==> config.mk <==
export PLATFORM = sky130hd
export DESIGN_NAME = bil_loader
export DESIGN_NICKNAME = d
export VERILOG_FILES = /design/src/shared/bil_loader_pkg.sv /design/src/rtl/bil_loader.sv
export VERILOG_INCLUDE_DIRS = /design/src /design/src/shared
export SDC_FILE = /design/constraint.sdc
export NUM_CORES = 1
export LEC_CHECK = 0
export CAP_MARGIN = 20
export CORE_UTILIZATION = 45
export DETAILED_ROUTE_END_ITERATION = 10
export DONT_BUFFER_PORTS = 1
export GPL_TIMING_DRIVEN = 1
export HOLD_SLACK_MARGIN = 0.12
export PLACE_DENSITY = 0.71
export SETUP_SLACK_MARGIN = 0.15
export SLEW_MARGIN = 20
export SYNTH_ARGS = -nofsm -noshare
export SYNTH_HDL_FRONTEND = slang
export SYNTH_SLANG_ARGS = --single-unit
==> constraint.sdc <==
create_clock -name clk -period 3 [get_ports clk]
set_input_delay 0.45 -clock clk [delete_from_list [all_inputs] [get_ports clk]]
set_output_delay 0.45 -clock clk [all_outputs]
set_load 0.01 [all_outputs]
==> src/shared/bil_loader_cfg.svh <==
// Constants of the boot image loader: field positions, fixed values, timing.
// Assumes a 250 MHz tile clock; included by bare name.
`ifndef BIL_LOADER_CFG_SVH
`define BIL_LOADER_CFG_SVH

// ==========================================================================
// Security word and image format
`define BIL_SEC_OTP_BIT 5
`define BIL_CRC_POLY 32'hEDB8_8320
`define BIL_CRC_INIT 32'hFFFF_FFFF
`define BIL_CRC_SKIP 32'h0D15_AB1E
`define BIL_OTP_START 32'h0000_0000
`define BIL_RAM_START 32'h0000_0000

// ==========================================================================
// Flash access: quad-output read, 24-bit address, 8 dummy clocks
`define BIL_FLASH_CMD 8'h6B
`define BIL_FLASH_ADDR_BITS 24
`define BIL_FLASH_DUMMY 8

// ==========================================================================
// Timing
`define BIL_CLK_PERIOD_NS 4
`define BIL_RST_DELAY_NS 15000
`define BIL_RST_DELAY_CYC ((`BIL_RST_DELAY_NS + `BIL_CLK_PERIOD_NS - 1) / `BIL_CLK_PERIOD_NS)

`endif

==> src/shared/bil_loader_pkg.sv <==
// Types of the boot image loader: sequencer states and flash pin group.
// Assumes bil_loader_cfg.svh holds the numeric constants.
package bil_loader_pkg;

    // ======================================================================
    // Sequencer states, one-hot
    typedef enum logic [9:0] {
        BIL_ST_HOLD   = 10'b00_0000_0001,
        BIL_ST_DELAY  = 10'b00_0000_0010,
        BIL_ST_SEL    = 10'b00_0000_0100,
        BIL_ST_LEN    = 10'b00_0000_1000,
        BIL_ST_PROG   = 10'b00_0001_0000,
        BIL_ST_CHK    = 10'b00_0010_0000,
        BIL_ST_VERIFY = 10'b00_0100_0000,
        BIL_ST_RUN    = 10'b00_1000_0000,
        BIL_ST_FAIL   = 10'b01_0000_0000,
        BIL_ST_SPARE  = 10'b10_0000_0000
    } bil_state_e;

    // ======================================================================
    // Flash pins driven through the tile 0 ports
    typedef struct packed {
        logic       sclk;
        logic       cs_n;
        logic [3:0] dq_o;
        logic [3:0] dq_oe;
    } bil_qspi_s;

endpackage

==> src/rtl/bil_loader.sv <==
// Boot image loader: reset sequencing, source select, image copy, CRC check.
// Assumes all inputs synchronous to clk; flash presents data while sclk low.
// Operation
// - Stay in reset while the external active-low reset pin is low.
// - Enable pull-downs on all general-purpose pins while in reset.
// - After reset release wait the internal delay, then start booting.
// - Security bit 5 set selects OTP as source, else internal flash.
// - Default source is the embedded quad-SPI flash over the serial interface.
// - Flash pins are driven through the tile 0 port group.
// - Read 32-bit length word s, then exactly s times four bytes.
// - Then read a 32-bit check word; the skip value bypasses CRC checking.
// - Length and check words arrive least significant byte first.
// - Program bytes go to RAM from address zero upward in order.
// - After loading, execution starts at the lowest RAM address.
// - CRC covers length word bytes and program bytes, not check word.
// - CRC uses reflected polynomial 0xEDB88320, bytes taken LSB first.
// - CRC register is preset to all ones before the first byte.
// - Final CRC is the inverted register, compared with the check word.
// - OTP boot skips the boot ROM and reads from OTP address zero.
// - OTP image contents are copied to SRAM and run before anything else.
`timescale 1ns/1ps
`include "bil_loader_cfg.svh"

module bil_loader
    import bil_loader_pkg::*;
#(
    parameter int RAM_AW = 17,
    parameter int OTP_AW = 11
)
(
    input wire logic clk,
    input wire logic sys_rst,
    input wire logic rst_pin_n,
    input wire logic [31:0] sec_reg,
    input wire logic [3:0] qspi_dq_i,
    output bil_qspi_s qspi,
    output logic otp_rd,
    output logic [OTP_AW-1:0] otp_addr,
    input wire logic [31:0] otp_rdata,
    input wire logic otp_rvalid,
    output logic ram_we,
    output logic [RAM_AW-1:0] ram_addr,
    output logic [7:0] ram_wdata,
    output logic gpio_pd_en,
    output logic core_run,
    output logic [31:0] core_pc,
    output logic boot_fail,
    output logic boot_busy
);
    // ======================================================================
    // Elaboration checks
    initial
    begin
        if (RAM_AW < 3 || RAM_AW > 32 || OTP_AW < 1 || OTP_AW > 30)
            $error("RAM_AW or OTP_AW out of range");
    end
    localparam int DLY_W = 12;
    localparam logic [DLY_W-1:0] DLY_LAST = DLY_W'(`BIL_RST_DELAY_CYC - 1);
    localparam logic [33:0] RAM_BYTES = 34'(1) << RAM_AW;
    localparam logic [5:0] FL_HDR = 6'(8 + `BIL_FLASH_ADDR_BITS);
    localparam logic [5:0] FL_DATA = 6'(8 + `BIL_FLASH_ADDR_BITS + `BIL_FLASH_DUMMY);
    // ======================================================================
    // CRC byte step, reflected, LSB first
    function automatic logic [31:0] bil_crc_byte(input logic [31:0] c, input logic [7:0] b);
        logic [31:0] r;
        r = c ^ {24'h00_0000, b};
        for (int i = 0; i < 8; i++)
            r = r[0] ? ((r >> 1) ^ `BIL_CRC_POLY) : (r >> 1);
        return r;
    endfunction
    bil_state_e state;
    logic [DLY_W-1:0] dly_cnt;
    logic [31:0] crc, len, chk, fl_tx, ow;
    logic otp_mode, fl_ph, fl_half, fl_bv, otp_pend, ow_full, first_wr;
    logic [1:0] bcnt, ow_idx;
    logic [33:0] pcnt;
    logic [5:0] fl_cnt;
    logic [3:0] fl_hi;
    logic [7:0] fl_byte;
    // ======================================================================
    // Decode
    wire in_rst = sys_rst | ~rst_pin_n;
    wire streaming = (state == BIL_ST_LEN) | (state == BIL_ST_PROG) | (state == BIL_ST_CHK);
    wire fl_active = streaming & ~otp_mode;
    wire ot_active = streaming & otp_mode;
    wire s_valid = otp_mode ? ow_full : fl_bv;
    wire [7:0] s_byte = otp_mode ? ow[{ow_idx, 3'b000} +: 8] : fl_byte;
    wire [31:0] next_len = {s_byte, len[31:8]};
    wire [31:0] next_chk = {s_byte, chk[31:8]};
    wire [31:0] next_crc = bil_crc_byte(crc, s_byte);
    wire [33:0] prog_bytes = {len, 2'b00};
    wire len_last = s_valid & (bcnt == 2'd3);
    wire prog_last = s_valid & (pcnt == prog_bytes - 34'd1);
    wire len_too_big = {next_len, 2'b00} > RAM_BYTES;
    wire crc_ok = (chk == `BIL_CRC_SKIP) | (~crc == chk);

    // ======================================================================
    // Sequencer
    always_ff @(posedge clk)
    begin
        if (in_rst)
        begin
            state <= BIL_ST_HOLD;
            dly_cnt <= '0;
            otp_mode <= 1'b0;
            crc <= `BIL_CRC_INIT;
            len <= '0;
            chk <= '0;
            bcnt <= '0;
            pcnt <= '0;
            gpio_pd_en <= 1'b1;
            core_run <= 1'b0;
            core_pc <= `BIL_RAM_START;
            boot_fail <= 1'b0;
            boot_busy <= 1'b0;
        end
        else
        begin
            gpio_pd_en <= 1'b0;
            case (state)
                BIL_ST_HOLD:
                begin
                    boot_busy <= 1'b1;
                    state <= BIL_ST_DELAY;
                end
                BIL_ST_DELAY:
                begin
                    dly_cnt <= dly_cnt + 1'b1;
                    if (dly_cnt == DLY_LAST)
                        state <= BIL_ST_SEL;
                end
                BIL_ST_SEL:
                begin
                    otp_mode <= sec_reg[`BIL_SEC_OTP_BIT];
                    crc <= `BIL_CRC_INIT;
                    bcnt <= '0;
                    state <= BIL_ST_LEN;
                end
                BIL_ST_LEN:
                begin
                    if (s_valid)
                    begin
                        len <= next_len;
                        crc <= next_crc;
                        bcnt <= bcnt + 1'b1;
                    end
                    // Oversized image would wrap over itself in RAM
                    if (len_last && len_too_big)
                        state <= BIL_ST_FAIL;
                    else if (len_last)
                        state <= (next_len == '0) ? BIL_ST_CHK : BIL_ST_PROG;
                end
                BIL_ST_PROG:
                begin
                    if (s_valid)
                    begin
                        crc <= next_crc;
                        pcnt <= pcnt + 34'd1;
                    end
                    if (prog_last)
                        state <= BIL_ST_CHK;
                end
                BIL_ST_CHK:
                begin
                    if (s_valid)
                    begin
                        chk <= next_chk;
                        bcnt <= bcnt + 1'b1;
                    end
                    if (len_last)
                        state <= BIL_ST_VERIFY;
                end
                BIL_ST_VERIFY:
                    state <= crc_ok ? BIL_ST_RUN : BIL_ST_FAIL;
                BIL_ST_RUN:
                begin
                    core_run <= 1'b1;
                    core_pc <= `BIL_RAM_START;
                    boot_busy <= 1'b0;
                end
                BIL_ST_FAIL:
                begin
                    boot_fail <= 1'b1;
                    boot_busy <= 1'b0;
                end
                default:
                    state <= BIL_ST_FAIL;
            endcase
        end
    end
    // ======================================================================
    // RAM write port
    always_ff @(posedge clk)
    begin
        if (in_rst)
        begin
            ram_we <= 1'b0;
            ram_addr <= '0;
            ram_wdata <= '0;
            first_wr <= 1'b1;
        end
        else
        begin
            ram_we <= (state == BIL_ST_PROG) & s_valid;
            if ((state == BIL_ST_PROG) && s_valid)
            begin
                ram_addr <= pcnt[RAM_AW-1:0];
                ram_wdata <= s_byte;
            end
            if (ram_we)
                first_wr <= 1'b0;
        end
    end
    // ======================================================================
    // Flash engine: one sclk period is two clk cycles
    always_ff @(posedge clk)
    begin
        if (in_rst)
        begin
            qspi <= '{sclk: 1'b0, cs_n: 1'b1, dq_o: 4'h0, dq_oe: 4'h0};
            fl_ph <= 1'b0;
            fl_cnt <= '0;
            fl_tx <= {`BIL_FLASH_CMD, 24'h00_0000};
            fl_hi <= '0;
            fl_half <= 1'b0;
            fl_bv <= 1'b0;
            fl_byte <= '0;
        end
        else
        begin
            fl_bv <= 1'b0;
            if (fl_active)
            begin
                qspi.cs_n <= 1'b0;
                fl_ph <= ~fl_ph;
                if (!fl_ph)
                begin
                    qspi.sclk <= 1'b0;
                    qspi.dq_o <= {3'b000, fl_tx[31]};
                    qspi.dq_oe <= (fl_cnt < FL_HDR) ? 4'b0001 : 4'b0000;
                end
                else
                begin
                    qspi.sclk <= 1'b1;
                    if (fl_cnt < FL_HDR)
                        fl_tx <= {fl_tx[30:0], 1'b0};
                    if (fl_cnt < FL_DATA)
                        fl_cnt <= fl_cnt + 6'd1;
                    else
                    begin
                        // High nibble first on the wire
                        fl_half <= ~fl_half;
                        fl_hi <= qspi_dq_i;
                        if (fl_half)
                        begin
                            fl_byte <= {fl_hi, qspi_dq_i};
                            fl_bv <= 1'b1;
                        end
                    end
                end
            end
            else
            begin
                qspi <= '{sclk: 1'b0, cs_n: 1'b1, dq_o: 4'h0, dq_oe: 4'h0};
                fl_ph <= 1'b0;
            end
        end
    end
    // ======================================================================
    // OTP engine: word reads from address zero, bytes out LSB first
    always_ff @(posedge clk)
    begin
        if (in_rst)
        begin
            otp_rd <= 1'b0;
            otp_addr <= OTP_AW'(`BIL_OTP_START);
            otp_pend <= 1'b0;
            ow_full <= 1'b0;
            ow <= '0;
            ow_idx <= '0;
        end
        else
        begin
            otp_rd <= 1'b0;
            if (ot_active && !ow_full && !otp_pend)
            begin
                otp_rd <= 1'b1;
                otp_pend <= 1'b1;
            end
            if (otp_pend && otp_rvalid)
            begin
                ow <= otp_rdata;
                ow_full <= 1'b1;
                otp_pend <= 1'b0;
                otp_addr <= otp_addr + 1'b1;
            end
            // One-word prefetch only; OTP latency sets the copy rate
            if (ow_full)
            begin
                ow_idx <= ow_idx + 1'b1;
                if (ow_idx == 2'd3)
                    ow_full <= 1'b0;
            end
        end
    end
    // ======================================================================
    // Checks
    hold_reset_a: assert property (@(posedge clk) in_rst |=> state == BIL_ST_HOLD)
        else $error("left reset state while reset held");
    reset_pulldown_a: assert property (@(posedge clk) in_rst |=> gpio_pd_en)
        else $error("pull-downs off during reset");
    delay_wait_a: assert property (@(posedge clk) disable iff (in_rst)
        (state == BIL_ST_DELAY && dly_cnt != DLY_LAST) |=> state == BIL_ST_DELAY)
        else $error("boot began before delay elapsed");
    src_select_a: assert property (@(posedge clk) disable iff (in_rst)
        state == BIL_ST_SEL |=> otp_mode == $past(sec_reg[`BIL_SEC_OTP_BIT]))
        else $error("wrong boot source");
    crc_preset_a: assert property (@(posedge clk) disable iff (in_rst)
        state == BIL_ST_SEL |=> crc == `BIL_CRC_INIT)
        else $error("crc not preset");
    cs_hold_a: assert property (@(posedge clk) disable iff (in_rst)
        (fl_active && $past(fl_active)) |-> !qspi.cs_n)
        else $error("chip select dropped mid image");
    first_write_a: assert property (@(posedge clk) disable iff (in_rst)
        (ram_we && first_wr) |-> ram_addr == '0)
        else $error("first byte not at RAM base");
    skip_crc_a: assert property (@(posedge clk) disable iff (in_rst)
        (state == BIL_ST_VERIFY && chk == `BIL_CRC_SKIP) |=> ##1 core_run)
        else $error("skip value did not start program");
    crc_fail_a: assert property (@(posedge clk) disable iff (in_rst)
        (state == BIL_ST_VERIFY && !crc_ok) |=> ##1 (boot_fail && !core_run))
        else $error("mismatch not flagged");
    run_addr_a: assert property (@(posedge clk) disable iff (in_rst)
        core_run |-> core_pc == `BIL_RAM_START && !boot_fail)
        else $error("start address not RAM base");
endmodule

Word level (Yosys, flattened, before mapping)
Index checks and enable logic that the tools add are counted.
{"block": "totals", "register_bits": 269, "input_bits": 72, "out_inout_bits": 84, "elab_cells": 150}
{"block": "op_classes", "addsub": 7, "magnitude_cmp": 3, "n_eq_ne": 21, "shifts": 1, "n_mux": 33, "bitwise": 26, "n_reduce_logical": 27}
{"op": "two-way mux 32 bit", "n": 9}
{"op": "inverter 13 -> 14 bit", "n": 8}
{"op": "one-hot mux 10 bit (8 select lines)", "n": 1}
{"op": "one-hot mux 32 bit (2 select lines)", "n": 1}
{"op": "two-way mux 10 bit", "n": 5}
{"op": "adder 34 x 1 -> 34 bit (second input constant)", "n": 1}
{"op": "== test 34 bit", "n": 1}
{"op": "> comparator 34 x 18 -> 1 bit (second input constant)", "n": 1}
{"op": "subtractor 34 x 1 -> 34 bit (second input constant)", "n": 1}
{"op": "== test 32 x 28 -> 1 bit (second input constant)", "n": 1}
{"op": "== test 32 bit", "n": 1}
{"op": "zero test 32 bit", "n": 1}
{"op": "inverter 32 bit", "n": 1}
{"op": "indexed part select 32 x 6 -> 8 bit", "n": 1}
{"op": "XOR 32 x 8 -> 32 bit", "n": 1}
{"op": "two-way mux 9 bit", "n": 2}
{"op": "adder 12 x 1 -> 12 bit (second input constant)", "n": 1}
{"op": "== test 12 bit (second input constant)", "n": 1}
{"op": "< comparator 6 bit (second input constant)", "n": 2}
{"op": "adder 11 x 1 -> 11 bit (second input constant)", "n": 1}
{"op": "== test 10 x 1 -> 1 bit (second input constant)", "n": 1}
{"op": "== test 10 x 2 -> 1 bit (second input constant)", "n": 1}
{"op": "== test 10 x 3 -> 1 bit (second input constant)", "n": 1}
{"op": "== test 10 x 4 -> 1 bit (second input constant)", "n": 1}
{"op": "other kinds (30)", "n": 73}

Longest topological paths before layout
Gate-level depths: netlist of run 1.
{"block": "depth", "ltp_word": 21, "ltp_mapped": 11, "depth_no_buf": 10}

Worst setup path before layout of run 1
OpenSTA, ideal clock, no wires.
{"block": "synth_path", "kind": "register to register", "from": "register len[20]", "to": "register state[5]", "setup_time_ps": 86, "arrival_time_ps": 2602, "required_ps": 2914, "slack_ps": 312, "stages_incl_launch_ff": 11, "n_path_buf": 2, "period_less_slack_ps": 2688, "path_cell_list": "dfxtp_1 > clkbuf_1 > or4_1 > clkbuf_1 > nor4_1 > mux2i_1 > o2111ai_1 > a2111oi_0 > and4_1 > a21oi_2 > a221oi_2"}
{"block": "synth_via", "elab_chain_len": 5, "word_cells_on_any_way": 13, "cone_classes": "1 x add/sub; 1 x order compare; 3 x eq/ne; 4 x mux; 1 x bitwise; 3 x reduce/logical"}
{"item": "start, declared", "line": "bil_loader.sv:73", "text": "logic [31:0] crc, len, chk, fl_tx, ow;"}
{"item": "start signal, assigned", "line": "bil_loader.sv:143", "text": "len <= next_len;"}
{"item": "subtractor 34 x 1 -> 34 bit or zero test 32 bit (tied branches)", "line": "bil_loader.sv:93, bil_loader.sv:151"}
{"item": "== test 34 bit or two-way mux 6 bit (tied branches)", "line": "bil_loader.sv:93, bil_loader.sv:151"}
{"item": "AND 1 bit or two-way mux 10 bit (tied branches)", "line": "bil_loader.sv:93, bil_loader.sv:150"}
{"item": "!= test 2 bit (no line) or two-way mux 10 bit (tied branches)"}
{"item": "AND reduction 5 bit (no line) or one-hot mux 10 bit (8 select lines) (tied branches)"}
{"item": "end signal, assigned", "line": "bil_loader.sv:151", "text": "state <= (next_len == '0) ? BIL_ST_CHK : BIL_ST_PROG;"}
{"item": "end signal, assigned", "line": "bil_loader.sv:174", "text": "state <= crc_ok ? BIL_ST_RUN : BIL_ST_FAIL;"}
{"item": "end, declared", "line": "bil_loader.sv:71", "text": "bil_state_e state;"}
Several ways; a longest one is shown, not always the timed one. The select of a mux whose other input is x is not followed.
A chain may end at the register's enable or synchronous reset.

Worst setup path in the final report of run 1
{"block": "layout_path", "from": "register ow_idx[0]", "to": "register crc[19]"}
{"block": "layout_via", "elab_chain_len": 18, "word_cells_on_any_way": 20, "cone_classes": "1 x shift; 11 x mux; 8 x bitwise"}
{"item": "start, declared", "line": "bil_loader.sv:75", "text": "logic [1:0] bcnt, ow_idx;"}
{"item": "start signal, assigned", "line": "bil_loader.sv:300", "text": "ow_idx <= ow_idx + 1'b1;"}
{"item": "indexed part select 32 x 6 -> 8 bit (*)", "line": "bil_loader.sv:87", "text": "wire [7:0] s_byte = otp_mode ? ow[{ow_idx, 3'b000} +: 8] : fl_byte;"}
{"item": "two-way mux 8 bit (*)", "line": "bil_loader.sv:87"}
{"item": "XOR 32 x 8 -> 32 bit (*)", "line": "bil_loader.sv:66", "text": "r = c ^ {24'h00_0000, b};"}
{"item": "two-way mux 32 bit (*) (2 in a row)", "line": "bil_loader.sv:68", "text": "r = r[0] ? ((r >> 1) ^ `BIL_CRC_POLY) : (r >> 1);"}
{"item": "inverter 13 -> 14 bit (no line)"}
{"item": "two-way mux 32 bit (*)", "line": "bil_loader.sv:68"}
{"item": "inverter 13 -> 14 bit (no line)"}
{"item": "two-way mux 32 bit (*) (2 in a row)", "line": "bil_loader.sv:68"}
{"item": "inverter 13 -> 14 bit (no line)"}
{"item": "two-way mux 32 bit (*)", "line": "bil_loader.sv:68"}
{"item": "inverter 13 -> 14 bit (no line)"}
{"item": "two-way mux 32 bit (*)", "line": "bil_loader.sv:68"}
{"item": "inverter 13 -> 14 bit (no line)"}
{"item": "two-way mux 32 bit (*)", "line": "bil_loader.sv:68"}
{"item": "two-way mux 32 bit (*)", "line": "bil_loader.sv:141, bil_loader.sv:155"}
{"item": "one-hot mux 32 bit (2 select lines) (*)", "line": "bil_loader.sv:120", "text": "case (state)"}
{"item": "end signal, assigned", "line": "bil_loader.sv:135", "text": "crc <= `BIL_CRC_INIT;"}
{"item": "end signal, assigned", "line": "bil_loader.sv:144", "text": "crc <= next_crc;"}
{"item": "end signal, assigned", "line": "bil_loader.sv:157", "text": "crc <= next_crc;"}
{"item": "end, declared", "line": "bil_loader.sv:73"}
Every way passes the cells marked *; elsewhere a longest branch is shown, timed or not. The select of a mux whose other input is x is not followed.

==> results of run 1 <==
==> power groups by stage <==
stage          combinational, uW  sequential, uW  clock, uW
3_5_place_dp                 124            3610          0
2_1_floorplan                133            3610          0
3_3_place_gp                 124            3610          0
6_report                     168            3530       3700
5_1_grt                      185            3530       3890
4_1_cts                      164            3530       3750
==> layer usage <==
metal  GRT usage, %  vias to the layer above  wire, um  share of wire [%]
met5              0                        -         0                  0
met4           6.35                        0       762                2.4
met3           3.66                       56      1710                5.5
met2           36.3                      280     15000                 48
met1           26.8                     4983     13800                 44
li1               -                     5222         -                  -
==> layout make-up <==
| type | count | area (sq um) |
|---|---|---|
| fill | 2591 | 13200 |
| multi-input combinational | 1159 | 7170 |
| sequential | 265 | 5310 |
| timing repair buffer | 94 | 838 |
| clock buffer | 42 | 825 |
| tap | 378 | 473 |
| clock inverter | 12 | 170 |
| inverter | 17 | 68.8 |
==> worst max path at each step <==
| stage | start | endpoint | slack, ns | cells past startpoint |
|---|---|---|---|---|
| after global routing | ow_idx[0]$_SDFFE_PP0P_ | crc[19]$_SDFFE_PP1P_ | 0.11 | 10 |
| final | ow_idx[0]$_SDFFE_PP0P_ | crc[19]$_SDFFE_PP1P_ | 0.26 | 10 |
| after global placement | len[20]$_SDFFE_PP0P_ | state[5]$_SDFFE_PP0P_ | 0.21 | 8 |
| after floorplan | len[20]$_SDFFE_PP0P_ | state[5]$_SDFFE_PP0P_ | 0.31 | 10 |
| after detailed placement | len[20]$_SDFFE_PP0P_ | state[5]$_SDFFE_PP0P_ | 0.14 | 8 |
| after CTS | ow_idx[0]$_SDFFE_PP0P_ | crc[17]$_SDFFE_PP1P_ | 0.19 | 9 |
==> stage by stage <==
stage	hold slack, ns	setup slack, ns	util, %
after floorplan	0.425	0.312	-
after detailed placement	0.446	0.144	47.6
after global routing	0.205	0.115	52.9
after CTS	0.121	0.190	52.5
final	0.195	0.257	52.9
after global placement	0.440	0.212	47.6
==> repair_timing <==
action	in CTS	in global routing
resized for setup	1	11
endpoints found under the setup margin	2	12
endpoints found under the hold margin	44	1
hold buffers	37	1
buffers inserted	0	6
pin swaps	0	5
==> cells in the final DEF, fill, tap and decap left out, types with 6 or more instances in the layout <==
master         Yosys  final
xor2_1            97     95
nand3b_1           6      6
dfxtp_1          265    265
nor4_1            13     10
clkbuf_16          0     29
mux4_2             8      8
nand4_1           30     30
nor2_1           146    146
nor3_1            31     30
a211oi_1          25     25
clkbuf_1          83      8
dlygate4sd3_1      0     38
nand3_1           40     40
nand2_1          281    281
and3_1            17     17
mux2i_1           18     18
ha_1               8      8
xnor2_1           85     84
xnor2_2           10     11
nor4b_1            9      9
a21oi_1          123    123
conb_1             1     38
inv_1             16     16
o22ai_1           14     14
and4_1             7      7
and2_1             6      6
o21ai_0           30     30
buf_4             40     53
or3_1             14     14
==> sequential cells by signal, indices dropped and copies added, names as in the netlist, 2 cells and up <==
signal     cells
ow            32
crc           32
dly_cnt       12
fl_byte        8
fl_hi          4
ow_idx         2
fl_cnt         6
bcnt           2
fl_tx          8
ram_wdata      8
len           32
state          9
qspi           4
pcnt          34
chk           32
otp_addr      11
ram_addr      17
==> logic make-up after synthesis <==
logic type,Yosys count,share of synthesized area [%]
mux,36,4.17
buf+inv,146,5.46
simple gates,644,23.4
fa+ha+maj,8,0.772
other cells,1,0.0289
xor+xnor,196,14.4
compound gates,237,10.9
flops,265,40.9
==> critical path: cells and delay by family (launching register included) <==
kind	cells	cell delay, ns
buf+inv	2	0.37
compound gates	1	0.09
mux	2	0.78
flops	1	0.36
xor+xnor	5	1.01
==> results by group, run 1 <==
Timing
  • RSZ-0062 raised after global routing: yes
  • Max Clk Rate: 365 MHz
  • Crit share post-route: 91.4%
  • Worst slew pin tran: 0.732 ns
  • Final Skew: 0.00900 ns
  • Final setup TNS: 0 ns
  • Final setup violation count: 0
  • Fin. Hold Viols: 0
  • Final min period: 2.74 ns
  • Slew Limit Fails: 0
  • Max-Slew Margin vs Limit: 51.1%

Clock network
  • Htree depth: 1
  • CTS tree: built
  • Clk sinks: 265
  • Bufs on Longest Clock Path: 3
  • Skew-Pair Late Insertion Delay: 0.55 ns
  • Reg clk slew, reported paths: 0.06 ns
  • Root buffer cell: clkbuf_16
  • Inserted Clock Buffers: 29

Worst setup path
  • Startpoint Class: flip-flop
  • Cells along the critical path: buf_12 > mux4_2 > mux2i_2 > buf_4 > xnor2_2 > xnor2_4 > xnor2_1 > xnor2_1 > xnor2_1 > a31oi_1
  • Worst reg2reg path startpoint: ow_idx[0]$_SDFFE_PP0P_
  • CP required: 3.41 ns
  • Largest stage delay, worst path: 0.51 ns
  • WP data arrival: 3.15 ns
  • Critical path class: reg -> reg
  • CP max stage cell: mux4_2
  • Worst setup EP type: flip-flop
  • Reg2reg end: crc[19]$_SDFFE_PP1P_
  • Cell mode on critical path: xnor2_1
  • Worst-path maximum fanout: 10
  • Worst R2R Path Depth: 10
  • Internal reg-to-reg setup slack: 0.26 ns

Global route
  • Vias in the first global route: 9,863
  • Overall routing resource usage: 21.1%
  • Largest net degree at the start of global routing: 88
  • Global route total overflow: 0
  • Initial antenna violation count: 0
  • First-pass GRT wire length: 50,300 um

Logic synthesis
  • Register bit total from synthesis: 265
  • Dominant cell type by area after synthesis: dfxtp_1
  • Synthesized area: 13,000 sq um
  • Warnings, synthesis: 0
  • Share of the synthesized area in the top cell type: 40.9%
  • Mapped Cells: 1,533
  • Most common cell in the netlist: nand2_1
  • Sequential area share after synthesis: 40.9%
  • Avg Cell Area, Syn: 8.46 sq um
  • Commonest cells in the synthesized netlist: nand2_1, dfxtp_1, nor2_1
  • FFs w/ async S/R, synth: 0%
  • Dominant cells by area after synthesis: dfxtp_1, nand2_1, xor2_1
  • Post-synth top flop: dfxtp_1
  • Post-synth EDFFs: 0
  • Synth cell types: 78

Floorplanning
  • Die area: 29,500 sq um
  • Area of the core: 28,100 sq um
  • Die width: 172 um
  • Number of placement rows: 61
  • Initial Util: 46.2%
  • Top Ports: 156
  • Die H: 172 um

Finish
  • Layout area overhead: 14.4%
  • Fin nets: 1,646
  • Share of cells above drive strength 1: 10.2%
  • Ant. Diodes: 0
  • Final Non-Filler Cells: 1,967
  • Fin area: 14,800 sq um

Drt
  • Drt wl/cell: 15.9 um
  • Vias post-DR: 10,541
  • Residual DRC: 0
  • Vias/cell: 5.36
  • Final WL: 31,300 um
  • Drt pass-1 iters: 4
  • Iteration-0 DRC Markers: 744
  • ANT nets after route: 0

Pwr
  • P_sw: 1570 uW
  • Power Density: 499 nW/um^2
  • Clk pwr share: 50.0%
  • Peak supply drop: 0.400 mV
  • Internal power: 5830 uW
  • Flop pwr share: 47.7%
  • Combinational fraction of design power: 2.3%
  • Static Leak: 0.00517 uW
  • Sw Share: 21.2%
  • Tot Pwr: 7400 uW

Placed design
  • Area post-placement: 13,400 sq um
  • Buffers on Ports: 0
  • Dpl cells: 1,869
  • DP HPWL: 21,400 um
  • Gpl congestion: 0.891

Flow run
  • Number of max-cap violations: 0

Status
  • Status: finished, final reports clean

Worst hold path
  • WHS Path Cells: 2
  • Hold Startpoint: rst_pin_n
  • Hold Path End: fl_tx[30]$_SDFFE_PP1P_
  • Worst min-delay path category: in -> reg
No activity file was read; power rests on OpenSTA's default activity.
==> inputs of run 2 (changes only) <==
--- a/config.mk
+++ b/config.mk
@@ -12,7 +12,7 @@
 export DONT_BUFFER_PORTS = 1
 export GPL_TIMING_DRIVEN = 1
 export HOLD_SLACK_MARGIN = 0.12
-export PLACE_DENSITY = 0.71
+export REMOVE_ABC_BUFFERS = 1
 export SETUP_SLACK_MARGIN = 0.15
 export SLEW_MARGIN = 20
 export SYNTH_ARGS = -nofsm -noshare
==> constraint.sdc (replaced) <==
create_clock -name clk -period 3 [get_ports clk]
set_input_delay 0.3 -clock clk [delete_from_list [all_inputs] [get_ports clk]]
set_output_delay 0.3 -clock clk [all_outputs]
set_load 0.01 [all_outputs]
==> run 2 against run 1 <==
Utilization increased by 0.30 points; fmax decreased by 2.2%; clock power increased by 3%; die area unchanged; critical path type unchanged; largest cell class unchanged; largest power group unchanged.
==> results by group, run 2 (synthesis gave the netlist of run 1 again) <==
Placed design
  • Area post-placement: 13,400 sq um (+0.11%)
  • Gpl congestion: 0.850 (-4.6%)
  • DP HPWL: 21,600 um (+0.77%)
  • Buffers on Ports: 0 (unchanged)

Global route
  • Grt peak-use layer: met2
  • First-pass GRT wire length: 50,900 um (+1.3%)
  • Initial antenna violation count: 0 (unchanged)
  • Vias in the first global route: 9,706 (-1.6%)
  • Global route total overflow: 0 (unchanged)
  • Met2 Use GR: 33.9% (-2.3 points)
  • Largest net degree at the start of global routing: 105 (+19%)
  • Met3 Resource Use GR: 4.30% (+0.64 points)
  • Overall routing resource usage: 21.5% (+0.42 points)
  • Met1 Use GR: 29.5% (+2.8 points)

Worst setup path
  • CP required: 3.46 ns (+0.05 ns)
  • Cells along the critical path: or4_4 > nor3_4 > xnor2_1 > a211o_1 > a2111oi_2 > and4_1 > a21oi_2 > a221oi_2
  • WP buf/inv: 0 (-2)
  • Worst-path maximum fanout: 8 (-2)
  • Startpoint Class: flip-flop
  • CP max stage cell: or4_4
  • Worst setup EP type: flip-flop
  • Largest stage delay, worst path: 0.63 ns (+0.12 ns)
  • Crit path max-delay family: simple AND/OR/NAND/NOR gates
  • Critical path class: reg -> reg
  • WP data arrival: 3.27 ns (+0.12 ns)

Floorplanning
  • Die width: 172 um (unchanged)
  • Die area: 29,500 sq um (unchanged)
  • Number of placement rows: 61 (unchanged)
  • Top Ports: 156 (unchanged)
  • Area of the core: 28,100 sq um (unchanged)
  • Initial Util: 46.2% (unchanged)
  • Die H: 172 um (unchanged)

Clock network
  • Reg clk slew, reported paths: 0.06 ns (about the same)
  • Htree depth: 1 (unchanged)
  • Bufs on Longest Clock Path: 3 (unchanged)
  • Inserted Clock Buffers: 30 (+3.4%)
  • Clk sinks: 265 (unchanged)
  • CTS tree: built
  • Root buffer cell: clkbuf_16
  • Skew-Pair Late Insertion Delay: 0.55 ns (about the same)

Drt
  • Drt pass-1 iters: 5 (+1)
  • Iteration-0 DRC Markers: 582 (-22%)
  • ANT nets after route: 0 (unchanged)
  • Drt wl/cell: 15.9 um (-0.12%)
  • Residual DRC: 0 (unchanged)
  • Vias post-DR: 10,430 (-1.1%)
  • Final WL: 31,200 um (-0.12%)
  • Vias/cell: 5.30 (-1.1%)

Finish
  • Final core occ: 53.2% (+0.30 points)
  • Ant. Diodes: 0 (unchanged)
  • Share of cells above drive strength 1: 10.3% (+0.13 points)
  • Commonest non-fill, non-tap cell in the layout: nand2_1
  • Most frequent cells in the layout: nand2_1, dfxtp_1, nor2_1, a21oi_1, xor2_1
  • Number of flip-flops in the largest register: 34 (unchanged)
  • Fillers: 2,658 (+2.6%)
  • Fin area: 14,900 sq um (+0.57%)
  • Largest Register: pcnt
  • Layout area overhead: 15.1%
  • Fin nets: 1,649 (+0.18%)

Status
  • Status: finished, final reports clean

Timing
  • Fin. Hold Viols: 0 (unchanged)
  • Final min period: 2.80 ns (+0.0612 ns)
  • Slew Limit Fails: 0 (unchanged)
  • Max Clk Rate: 357 MHz (-2.2%)
  • Final Skew: 0.00947 ns (+0.000472 ns)
  • Worst slew pin tran: 0.850 ns (+0.118 ns)
  • Max-Slew Margin vs Limit: 43.3% (-7.7 points)
  • Final setup TNS: 0 ns (unchanged)
  • Final setup violation count: 0 (unchanged)
  • Crit share post-route: 93.5% (+2.0 points)
  • RSZ-0062 raised after global routing: yes

Pwr
  • Static Leak: 0.00523 uW (+1.1%)
  • Power Density: 503 nW/um^2 (+0.94%)
  • Peak supply drop: 0.354 mV (-12%)

Worst hold path
  • Worst min-delay path category: in -> reg

Flow run
  • Number of max-cap violations: 0 (unchanged)
## run 2: cell count changes in the layout (fill, tap and decap cells not counted), moves of 2 or more
cell       previous run  this run
nor4_4                1         3
clkbuf_8              5         7
or4_1                 4         6
inv_6                 3         1
clkbuf_16            29        31
buf_4                53        57
or4_4                 3         1
clkinv_2              5         3
## run 2: tightest hold or removal path, stage by stage
cell and delay (ns):
and2_1 0.22, nand2_1 0.10, a21oi_1 0.05
## run 2: report_power, final
group	total (uW)	switching (uW)	internal, uW	leakage (uW)
clock network	3810	1430	2380	0.000509
logic	169	111	57.7	0.00259
registers	3530	7.06	3520	0.00214
## run 2: cell type report
type	instances	area (sq um)	area share, %
clock inverter	7	135	0.905
clock buffer	45	898	6.02
multi-input combinational	1159	7210	48.3
tap	378	473	3.17
timing repair buffer	96	838	5.61
inverter	17	68.8	0.461
sequential	265	5310	35.5
## run 2: path summary, 6_finish.rpt
kind / from / end / slack [ns] / depth (start not counted)
setup reg to reg: len[2]$_SDFFE_PP0P_ / state[5]$_SDFFE_PP0P_ / 0.20 / 8
setup / recovery: len[2]$_SDFFE_PP0P_ / state[5]$_SDFFE_PP0P_ / 0.20 / 8
hold reg to reg: ow[2]$_SDFFE_PP0P_ / ow[2]$_SDFFE_PP0P_ / 0.45 / 2
hold / removal: otp_rvalid / otp_addr[1]$_SDFFE_PP0P_ / 0.17 / 3
## run 2: through the flow
step           setup slack (ns)  hold WS (ns)  cells  power [uW]
2_1_floorplan            -0.890         0.425   1441        3690
3_3_place_gp              0.164         0.440   1872        3740
3_5_place_dp             0.0951         0.444   1872        3740
4_1_cts                   0.151         0.160   1961        7600
5_1_grt                  0.0610         0.174   1967        7760
6_report                  0.196         0.173   1967        7510
## run 2: routing by layer
metal	share of wire (%)	routed length (um)
met1	47	14700
met2	44	13800
met3	6.0	1860
met4	2.7	834
met5	0	0
## run 2: timing repair
action,in CTS,in global routing
pin swaps,0,8
resized for setup,3,13
hold buffers,37,0
setup buffers,0,6
endpoints found under the setup margin,5,15
endpoints found under the hold margin,41,0
